`src/common/rscl_consts.svh`:
```
// Purpose: constants of the reset strap configuration latch
// Assumes: 125 MHz master clock
// Notes:   host interface codes are the three low strap bits
`ifndef RSCL_CONSTS_SVH
`define RSCL_CONSTS_SVH
`define RSCL_HOST_DATA_WIDTH   16
`define RSCL_STRAP_WIDTH       4
`define RSCL_ENDIAN_BIT        3
`define RSCL_CODE_PROC_1       3'h0
`define RSCL_CODE_PROC_2       3'h1
`define RSCL_CODE_68K_1        3'h3
`define RSCL_CODE_68K_2        3'h5
`define RSCL_CODE_GENERIC      3'h7
`define RSCL_DISPLAY_INPUT_CLOCK_MAX_DIV_MHZ  50
`define RSCL_DISPLAY_INPUT_CLOCK_MAX_NODIV_MHZ 25
`endif

```
`src/common/rscl_pkg.sv`:
```
// Purpose: types of the reset strap configuration latch
// Assumes: nothing
// Notes:   none
package rscl_pkg;
	typedef enum logic [2:0] {
		RSCL_BUS_PROC_1,
		RSCL_BUS_PROC_2,
		RSCL_BUS_68K_1,
		RSCL_BUS_68K_2,
		RSCL_BUS_GENERIC_1,
		RSCL_BUS_GENERIC_2,
		RSCL_BUS_RESERVED
	} rscl_bus_t;
endpackage

```
`src/logic/rscl_sync.sv`:
```
// Purpose: two flip-flop synchroniser for a group of pin inputs
// Assumes: inputs are asynchronous to the clock
// Notes:   first stage is read only by the second stage
`timescale 1ns/1ps
module rscl_sync #(
	parameter int WIDTH = 1
) (
	input  wire logic             i_clk,  // clock
	input  wire logic             i_rst,  // synchronous reset, high
	input  wire logic [WIDTH-1:0] i_d,    // asynchronous levels
	output logic      [WIDTH-1:0] o_q     // synchronised levels
);
	logic [WIDTH-1:0] stage1;
	logic [WIDTH-1:0] stage2;
	always_ff @(posedge i_clk)
	begin
		if (i_rst)
		begin
			stage1 <= '0;
			stage2 <= '0;
		end
		else
		begin
			stage1 <= i_d;
			stage2 <= stage1;
		end
	end
	assign o_q = stage2;
endmodule // rscl_sync

```
`src/logic/rscl_latch.sv`:
```
// Purpose: capture configuration straps at the rising edge of the pin reset
// Assumes: straps stable around the reset release; 125 MHz master clock
// Notes:   the pin reset is synchronised, so capture follows its release by 3 clocks
//
// Summary of operation
// on pin reset rising edge, sample four straps and bus start, then hold
// low three strap bits select host bus type; 010, 100, 110 reserved
// every selected host bus is 16 bits wide
// fourth strap high gives big endian, low gives little endian
// generic code: bus start low picks generic one, high picks generic two
// panel power enable output is active high only
// outside party keeps display clock at most 50 MHz divided, 25 MHz undivided
// general pin zero high at reset edge enables hardware suspend
`timescale 1ns/1ps
`include "rscl_consts.svh"
module rscl_latch #(
	parameter int HOST_WIDTH = `RSCL_HOST_DATA_WIDTH
) (
	input  wire logic                           I_MCLK,                 // master clock
	input  wire logic                           I_SYS_RST,              // sync reset, high
	input  wire logic                           I_PIN_RST_N,            // device reset pin
	input  wire logic [`RSCL_STRAP_WIDTH-1:0]   I_CONFIG_STRAP_PINS,    // strap pins
	input  wire logic                           I_BUS_START_STROBE_N,   // bus start pin
	input  wire logic                           I_GENERAL_PIN_ZERO,     // suspend strap
	input  wire logic                           I_PANEL_POWER_REQ,      // panel power request
	input  wire logic                           I_DISPLAY_INPUT_CLOCK_DIV_EN,          // clock divider in use
	output logic                                O_CONFIG_VALID,         // straps captured
	output rscl_pkg::rscl_bus_t                 O_HOST_BUS,             // selected host bus
	output logic                                O_HOST_BUS_RESERVED,    // reserved code seen
	output logic [7:0]                          O_HOST_DATA_WIDTH,      // bus width in bits
	output logic                                O_BIG_ENDIAN,           // big endian bus
	output logic                                O_HW_SUSPEND_EN,        // hw suspend enable
	output logic                                O_PANEL_POWER_ENABLE,   // panel power, high
	output logic [7:0]                          O_DISPLAY_INPUT_CLOCK_MAX_MHZ          // allowed display clock
);
	localparam int SW = `RSCL_STRAP_WIDTH + 3;

	logic [SW-1:0]       pins_sync;
	logic                rst_pin_prev;
	logic                next_rst_pin_prev;
	logic                valid;
	logic                next_valid;
	logic [3:0]          strap;
	logic [3:0]          next_strap;
	logic                bs_level;
	logic                next_bs_level;
	logic                gp0;
	logic                next_gp0;
	logic                pwr;
	logic                next_pwr;
	logic                div_en;
	logic                next_div_en;
	rscl_pkg::rscl_bus_t bus;
	rscl_pkg::rscl_bus_t next_bus;
	logic                rise;

	rscl_sync #(
		.WIDTH (SW)
	) u_sync (
		.i_clk (I_MCLK),
		.i_rst (I_SYS_RST),
		.i_d   ({I_PIN_RST_N, I_CONFIG_STRAP_PINS, I_BUS_START_STROBE_N, I_GENERAL_PIN_ZERO}),
		.o_q   (pins_sync)
	);

	assign rise = pins_sync[SW-1] & ~rst_pin_prev;

	always_comb
	begin
		next_rst_pin_prev = pins_sync[SW-1];
		next_valid        = valid;
		next_strap        = strap;
		next_bs_level     = bs_level;
		next_gp0          = gp0;
		next_pwr          = I_PANEL_POWER_REQ;
		next_div_en       = I_DISPLAY_INPUT_CLOCK_DIV_EN;
		if (!pins_sync[SW-1])
			next_valid = 1'b0;
		if (rise)
		begin
			next_strap    = pins_sync[SW-2:2];
			next_bs_level = pins_sync[1];
			next_gp0      = pins_sync[0];
			next_valid    = 1'b1;
		end
		case (next_strap[2:0])
			`RSCL_CODE_PROC_1:  next_bus = rscl_pkg::RSCL_BUS_PROC_1;
			`RSCL_CODE_PROC_2:  next_bus = rscl_pkg::RSCL_BUS_PROC_2;
			`RSCL_CODE_68K_1:   next_bus = rscl_pkg::RSCL_BUS_68K_1;
			`RSCL_CODE_68K_2:   next_bus = rscl_pkg::RSCL_BUS_68K_2;
			`RSCL_CODE_GENERIC: next_bus = next_bs_level ? rscl_pkg::RSCL_BUS_GENERIC_2
				: rscl_pkg::RSCL_BUS_GENERIC_1;
			default:            next_bus = rscl_pkg::RSCL_BUS_RESERVED;
		endcase
	end

	always_ff @(posedge I_MCLK)
	begin
		if (I_SYS_RST)
		begin
			rst_pin_prev <= 1'b0;
			valid        <= 1'b0;
			strap        <= 4'h0;
			bs_level     <= 1'b0;
			gp0          <= 1'b0;
			pwr          <= 1'b0;
			div_en       <= 1'b0;
			bus          <= rscl_pkg::RSCL_BUS_PROC_1;
		end
		else
		begin
			rst_pin_prev <= next_rst_pin_prev;
			valid        <= next_valid;
			strap        <= next_strap;
			bs_level     <= next_bs_level;
			gp0          <= next_gp0;
			pwr          <= next_pwr;
			div_en       <= next_div_en;
			bus          <= next_bus;
		end
	end

	assign O_CONFIG_VALID       = valid;
	assign O_HOST_BUS           = bus;
	assign O_HOST_BUS_RESERVED  = (bus == rscl_pkg::RSCL_BUS_RESERVED);
	assign O_HOST_DATA_WIDTH    = 8'(HOST_WIDTH);
	assign O_BIG_ENDIAN         = strap[`RSCL_ENDIAN_BIT];
	assign O_HW_SUSPEND_EN      = gp0;
	assign O_PANEL_POWER_ENABLE = pwr;
	// advisory limit for the clock the outside party supplies
	assign O_DISPLAY_INPUT_CLOCK_MAX_MHZ       = div_en ? 8'(`RSCL_DISPLAY_INPUT_CLOCK_MAX_DIV_MHZ)
		: 8'(`RSCL_DISPLAY_INPUT_CLOCK_MAX_NODIV_MHZ);
endmodule // rscl_latch

```
`config.mk`:
```
export PLATFORM = sky130hd
export DESIGN_NAME = rscl_latch
export DESIGN_NICKNAME = d
export VERILOG_FILES = /design/src/common/rscl_pkg.sv /design/src/logic/rscl_sync.sv /design/src/logic/rscl_latch.sv
export VERILOG_INCLUDE_DIRS = /design/src /design/src/common
export SDC_FILE = /design/constraint.sdc
export NUM_CORES = 1
export LEC_CHECK = 0
export BUFFER_PORTS_ARGS = -buffer_cell sky130_fd_sc_hd__buf_4
export CAP_MARGIN = 20
export CORE_AREA = 2 2 50 52
export DETAILED_ROUTE_END_ITERATION = 16
export DIE_AREA = 0 0 52 54
export GPL_TIMING_DRIVEN = 0
export PLACE_DENSITY = 0.76
export SYNTH_ARGS = -nofsm -noshare
export SYNTH_HDL_FRONTEND = slang
export SYNTH_HIERARCHICAL = 1
export SYNTH_SLANG_ARGS = --single-unit
```
`constraint.sdc`:
```
create_clock -name I_MCLK -period 1.5 [get_ports I_MCLK]
set_input_delay 0.15 -clock I_MCLK [delete_from_list [all_inputs] [get_ports I_MCLK]]
set_output_delay 0.15 -clock I_MCLK [all_outputs]
set_load 0.01 [all_outputs]
```
# Word level (Yosys, flattened, before mapping)
# Index checks and enable logic that the tools add are counted.
# word_totals
register_bits	27
in_bits	11
out_inout_bits	24
wordCells	27
# op_classes
eq_ne	6
muxes	7
bitwise_logic	2
reduce_logical	1
# ops
op	count
3-bit one-hot mux with 5 select lines	1
3-bit equality test, second input constant	3
6-bit two-way mux	1
1-bit two-way mux	4
3-bit by 1-bit equality test with 1-bit output, second input constant	1
3-bit by 2-bit equality test with 1-bit output, second input constant	1
3-bit logical NOT	1
3-bit two-way mux	1
2-bit inequality test, second input constant	1
1-bit AND	1
1-bit inverter	1

# Depth between registers and ports, before layout
# Gate-level depths: netlist of run 1.
# logic_depth
word_depth	5
ltp_mapped	5

# Modules after synthesis
# Netlist of run 1, hierarchy kept.
# modules_own_cells
mod	n_inst	cells_per_inst	area_per_inst_um2	seq_area_each_um2
rscl_latch	1	69	609.3	260.2
rscl_sync	1	29	407.9	280.3

# Least setup slack after synthesis of run 1
# OpenSTA, ideal clock, no wires.
# synth_timing
path_kind	reg-to-reg
start	register u_sync.stage2[6] (netlist: u_sync/o_q[6])
end	register bus[1] (netlist: O_HOST_BUS[1])
setup_time_ps	86
arrival_ps	1161
required_time_ps	1414
setup_slack_ps	254
stages_incl_launch_ff	6
path_buffers	1
synth_period_minus_slack_ps	1246
cell_sequence	dfxtp_1 nor2b_1 clkbuf_1 mux2i_1 nor3_1 a211oi_1
# synth_via
elab_chain_len	4
word_cells_on_any_way	8
# synth_rtl
element	line_no	source
from (decl)	rscl_sync.sv:14	logic [WIDTH-1:0] stage2;
from (signal assigned)	rscl_sync.sv:25	stage2 <= stage1;
1-bit AND (*)	rscl_latch.sv:66	assign rise = pins_sync[SW-1] & ~rst_pin_prev;
3-bit two-way mux (*)	rscl_latch.sv:79	if (rise)
3-bit equality test (tied with other cells)	rscl_latch.sv:86	case (next_strap[2:0])
3-bit one-hot mux with 5 select lines (*)	rscl_latch.sv:86	
to (signal assigned)	rscl_latch.sv:108	bus <= rscl_pkg::RSCL_BUS_PROC_1;
to (signal assigned)	rscl_latch.sv:119	bus <= next_bus;
to (decl)	rscl_latch.sv:53	rscl_pkg::rscl_bus_t bus;
# Every way passes the cells marked *; elsewhere a longest branch is shown, timed or not.
# A chain may end at the register's enable or synchronous reset.

# Worst setup path in the final report of run 1
# layout_timing
start	register rst_pin_prev
end	register bus[2] (netlist: O_HOST_BUS[2])
# layout_via
elab_chain_len	5
word_cells_on_any_way	9
# layout_rtl
element	line_no	source
from (decl)	rscl_latch.sv:39	logic rst_pin_prev;
from (signal assigned)	rscl_latch.sv:112	rst_pin_prev <= next_rst_pin_prev;
1-bit inverter (*)	rscl_latch.sv:66	
1-bit AND (*)	rscl_latch.sv:66	
3-bit two-way mux (*)	rscl_latch.sv:79	
3-bit equality test (tied with other cells)	rscl_latch.sv:86	
3-bit one-hot mux with 5 select lines (*)	rscl_latch.sv:86	
# Marks and branches as above.

==> results of run 1 <==
[path summary, 6_finish.rpt]
kind,end,slack (ns),depth (start not counted)
min reg2reg,O_HW_SUSPEND_EN,0.45,2
max,O_HOST_BUS[2],0.15,5
max reg2reg,O_HOST_BUS[2],0.15,5
min,u_sync/stage1[6],0.04,2
[routing by layer]
layer  routed length [µm]  global-route usage  part of all wire
met3                  125              0.0194             0.086
met5                    0                   0                 0
met1                  582               0.131              0.40
met2                  721               0.234              0.49
met4                   29              0.0789             0.020
[per-stage QoR]
stage,util,worst slack (ns),hold slack [ns]
floorplan,-,0.254,0.222
global placement,0.542,0.121,0.355
detailed placement,0.542,0.0506,0.361
CTS,0.553,0.0199,0.0263
global route,0.559,0.0301,0.0193
finish,0.559,0.145,0.0355
[registers in the layout, summed over array words and instances (netlist names)]
| register | count |
|---|---|
| O_CONFIG_VALID | 1 |
| rst_pin_prev | 1 |
| u_sync/stage1 | 7 |
| div_en | 1 |
| strap | 4 |
| bs_level | 1 |
| O_PANEL_POWER_ENABLE | 1 |
| O_HW_SUSPEND_EN | 1 |
| u_sync/o_q | 7 |
| O_HOST_BUS | 3 |
[power by group through the flow]
stage	Sequential [mW]	Combinational, mW	Clock, mW
2_1_floorplan	0.768	0.0902	0
3_3_place_gp	0.767	0.132	0
3_5_place_dp	0.768	0.135	0
4_1_cts	0.752	0.136	0.307
5_1_grt	0.757	0.152	0.337
6_report	0.752	0.138	0.294
[cell usage after synthesis]
cell type   n  area share
a211oi_1    1      0.0074
a21boi_1    1      0.0074
a21oi_1     3       0.015
a311o_1     1      0.0098
a311oi_1    1      0.0086
a31oi_1     1      0.0062
and2b_1     3       0.022
and3_1      1      0.0062
buf_4      15        0.11
buf_6       2       0.022
clkbuf_1    2      0.0074
conb_1      2      0.0074
dfxtp_1    27        0.53
inv_1       3       0.011
mux2i_1     2       0.020
mux2i_2     1       0.014
nand2_1     7       0.026
nand2b_1    1      0.0062
nand3b_1    1      0.0074
nor2_1      4       0.015
nor2b_1     5       0.031
nor2b_2    10       0.086
nor3_1      2      0.0098
nor3b_1     1      0.0074
or3_1       1      0.0062
[cell type report]
class,count,share of cell area
repair buffers,22,0.127
flip-flops and latches,27,0.417
clock buffers,4,0.0203
plain buffers,19,0.111
multi-input cells,59,0.287
well taps,30,0.0289
inverters,3,0.00868
[layout by cell type, fill, tap and decap left out, types with 2 or more instances in the layout]
| cell type | instances |
|---|---|
| clkbuf_1 | 2 |
| nor2b_2 | 10 |
| conb_1 | 12 |
| dfxtp_1 | 27 |
| and2b_1 | 3 |
| nor2_1 | 4 |
| buf_4 | 37 |
| a21oi_1 | 3 |
| nor3_1 | 2 |
| buf_6 | 2 |
| clkbuf_4 | 3 |
| inv_1 | 3 |
| nor2b_1 | 5 |
| nand2_1 | 7 |
[kinds of logic (layout without fill, tap and decap cells)]
kind of cell    Yosys count  in the layout
mux                       3              3
compound gates            8              8
buf+inv                  22             48
other cells               2             12
simple gates             36             36
flops                    27             27
==> reports/results.ini, run 1 <==
[floorplan]
io_pins = 35
design.core.area_um2 = 2320
die_y_um = 54
initial_core_util = 0.439
dieArea_um2 = 2810
num_rows = 18
die-width_um = 52

[detailed_routing]
drtIter0Drc = 11
vias = 707
wl_per_cell_um = 8.90
vias_per_cell = 4.31
drc = 0
first_pass_iters = 4
wirelength_um = 1460
drtAntennaViolNets = 0

[worst_setup_path]
critPathBufInv = 1
crit_arrival_ns = 1.61
worstSetupStartpointType = register
cp_slowest_stage_delay_ns = 0.34
cp_data_required_time_ns = 1.75
path_max_fanout = 8
critical-path-top-delay-family = compound AO/OA/AOI/OAI gates
worstSetupPathType = reg -> reg
r2r_start = rst_pin_prev
cp-startpoint = rst_pin_prev
crit_chain = nand2b_1, buf_6, mux2i_4, a311o_1, a31oi_1
cp_slowest_cell = dfxtp_1
end_kind = register

[power_and_ir_drop]
cell_internal_pwr_uw = 927
power_density_nw_per_um2 = 913
vdd_drop_max_mv = 0.764
p_seq_frac = 0.635
combPwrFrac = 0.116
power_mw = 1.18
swShare = 0.217
p_switching_uw = 257
pwr-share-clk = 0.248
power_leakage_nw = 0.592

[clocking]
cts_max_level = 1
clkSlewWorstSetupHoldPaths_ns = 0.13
cts_hold_buf = 0
cts_buffer_depth = 2
post_cts.repair.setup_buffers = 0
clock-sinks = 27
cts_resized = 0
clk_latency_ns = 0.31
root_buffer = clkbuf_4
cts_buffers = 3
cts_tree = done

[synthesis]
ys_seq_area_frac = 0.531
synth_xor_area_frac = 0
synth_cells = 98
ys_types = 25
synth.area.mux_share = 0.0332
synthAdderAreaFrac = 0
synth.ff_latch_count = 27
yosys_warnings = 6
synth_area_per_cell_um2 = 10.4
synth_compound_area_frac = 0.0541
netlist_area_um2 = 1020
synth_top_family_by_area = simple AND/OR/NAND/NOR gates
synth-simple-area-share = 0.223

[timing]
setup-violations-final = 0
tns_ns = 0
maxSlewViolCount = 0
max_freq_mhz = 738
hold_viol = 0
layout_min_cycle_time_ns = 1.35
min_period_over_period = 0.903
fin_skew_ns = 0.00258
rsz0062_at_grt = false

[place]
port_buffers = 22
placed_cell_area_um2 = 1260
place.gp.congestion = 0.655
dp_cells = 160
dpl.hpwl_um = 1150

[job]
timing.max_cap.violations = 0

[grt]
grt_pass1_wl_um = 2580
antenna_found_initial = 0
grt_pass1_vias = 634
overflow = 0
grt_use_total = 0.125
grt_max_degree = 15

[final_layout]
multiInputGateArea_um2 = 373
syn2layout_area_growth_pct = 27.6
fin_cells = 164
finish.instance_area_um2 = 1300
nNetsFinal = 146
regArea_um2 = 541
nFillCells = 216
layout-drive-gt1-share = 0.410
antenna_cells = 0

[min_path]
min_from = I_PIN_RST_N
hp-class = in -> reg

[status]
status = complete, no violations

Note: power is estimated with default switching activity, not from simulation.
==> run 2, diff against run 1 <==
==> constraint.sdc (replaced) <==
create_clock -name I_MCLK -period 1.7 [get_ports I_MCLK]
set_input_delay 0.17 -clock I_MCLK [delete_from_list [all_inputs] [get_ports I_MCLK]]
set_output_delay 0.17 -clock I_MCLK [all_outputs]
set_load 0.01 [all_outputs]
==> reports/results.ini, run 2 (synthesis results as in run 1) <==
[worst_setup_path]
path_max_fanout = 7  ; -1
cp_slowest_stage_delay_ns = 0.36  ; +0.02 ns
cp_data_required_time_ns = 1.94  ; +0.19 ns
worstSetupPathType = reg -> reg
crit_chain = nor2b_1, clkbuf_1, mux2i_1, nor3_1, a211oi_1
worstSetupStartpointType = register
crit_arrival_ns = 1.70  ; +0.09 ns
cp_slowest_cell = dfxtp_1
end_kind = register
reg2reg_slack_ns = 0.24  ; +0.10 ns

[grt]
grt_pass1_wl_um = 2580  ; unchanged
grt_use_total = 0.125  ; unchanged
overflow = 0  ; unchanged
antenna_found_initial = 0  ; unchanged
grt_max_degree = 15  ; unchanged
grt_pass1_vias = 634  ; unchanged

[min_path]
hp-class = in -> reg

[final_layout]
nNetsFinal = 146  ; unchanged
syn2layout_area_growth_pct = 26.2
finish.instance_area_um2 = 1280  ; -1.1%
antenna_cells = 0  ; unchanged
fin_util = 0.553  ; -0.00593
final_cell_mix = 37 x buf_4, 27 x dfxtp_1, 12 x conb_1
final_common_cell = buf_4
layout-drive-gt1-share = 0.396  ; -0.0149

[detailed_routing]
wirelength_um = 1480  ; +1.2%
drtIter0Drc = 6  ; -5
drtAntennaViolNets = 0  ; unchanged
drc = 0  ; unchanged
first_pass_iters = 4  ; unchanged
vias_per_cell = 4.21  ; -2.3%
wl_per_cell_um = 9.01  ; +1.2%
vias = 691  ; -2.3%

[place]
dpl.hpwl_um = 1150  ; unchanged
place.gp.congestion = 0.655  ; unchanged
port_buffers = 22  ; unchanged
placed_cell_area_um2 = 1260  ; unchanged

[timing]
min_period_over_period = 0.859  ; -0.0447
max_freq_mhz = 685  ; -7.2%
layout_min_cycle_time_ns = 1.46  ; +0.105 ns
tns_ns = 0  ; unchanged
hold_viol = 0  ; unchanged
maxSlewViolCount = 0  ; unchanged
fin_skew_ns = 0.00544  ; +0.00286 ns
setup-violations-final = 0  ; unchanged
rsz0062_at_grt = false

[power_and_ir_drop]
power_density_nw_per_um2 = 812  ; -11%
power_leakage_nw = 0.588  ; -0.73%
vdd_drop_max_mv = 0.628  ; -18%

[status]
status = complete, no violations

[clocking]
cts_buffer_depth = 2  ; unchanged
clkSlewWorstSetupHoldPaths_ns = 0.13  ; about the same
post_cts.repair.setup_buffers = 0  ; unchanged
clk_latency_ns = 0.31  ; about the same
root_buffer = clkbuf_4
cts_buffers = 3  ; unchanged
cts_tree = done
clock-sinks = 27  ; unchanged
cts_max_level = 1  ; unchanged
cts_resized = 0  ; unchanged
cts_hold_buf = 0  ; unchanged

[floorplan]
initial_core_util = 0.439  ; unchanged
die-width_um = 52  ; unchanged
num_rows = 18  ; unchanged
io_pins = 35  ; unchanged
dieArea_um2 = 2810  ; unchanged
die_y_um = 54  ; unchanged
design.core.area_um2 = 2320  ; unchanged

[job]
timing.max_cap.violations = 0  ; unchanged

run 2: cell count changes in the layout (fill, tap and decap cells not counted):
cell      before  now
clkbuf_2       1    0
clkbuf_1       2    3
mux2i_4        1    0
mux2i_1        1    2
run 2: per-stage QoR:
stage               hold WS, ns  power [mW]  setup WS [ns]  std cells
floorplan                 0.242       0.757          0.454        108
global placement          0.375       0.793          0.321        160
detailed placement        0.381       0.797          0.251        160
CTS                      0.0463        1.05          0.220        164
global route             0.0393        1.10         0.0324        164
finish                   0.0585        1.04          0.240        164
run 2: final timing paths:
| path | startpoint | end | cells past startpoint |
|---|---|---|---|
| max | u_sync/o_q[6] | O_HOST_BUS[1] | 5 |
| min | I_PIN_RST_N | u_sync/stage1[6] | 2 |
| max reg2reg | u_sync/o_q[6] | O_HOST_BUS[1] | 5 |
| min reg2reg | u_sync/o_q[0] | O_HW_SUSPEND_EN | 2 |
run 2: cell type report:
type | instances | area, µm²
Inverter | 3 | 11.3
Clock buffer | 4 | 26.3
Buffer | 19 | 143
Multi-Input combinational cell | 59 | 360
Sequential cell | 27 | 541
Timing Repair Buffer | 22 | 165
Fill cell | 217 | 1040
Tap cell | 30 | 37.5
run 2: critical path, delay by kind of cell, from the launching register on:
kind / cells / cell delay (ns)
DFF: 1 / 0.36
muxes: 1 / 0.33
buffers and inverters: 1 / 0.28
and+or+nand+nor: 2 / 0.21
AOI/OAI and AO/OA: 1 / 0.21
run 2: report_power, final:
group	total [mW]	switching (mW)	leakage [nW]	internal (mW)
clock network	0.260	0.168	0.0150	0.0915
registers	0.664	0.00866	0.221	0.655
logic	0.119	0.0491	0.352	0.0703
run 2: per-layer routing:
| metal | part of all wire | vias to the layer above | track usage |
|---|---|---|---|
| li1 | - | 356 | - |
| met3 | 0.081 | 2 | 0.0194 |
| met1 | 0.41 | 303 | 0.131 |
| met4 | 0.0081 | 0 | 0.0789 |
| met5 | 0 | - | 0 |
| met2 | 0.50 | 30 | 0.234 |
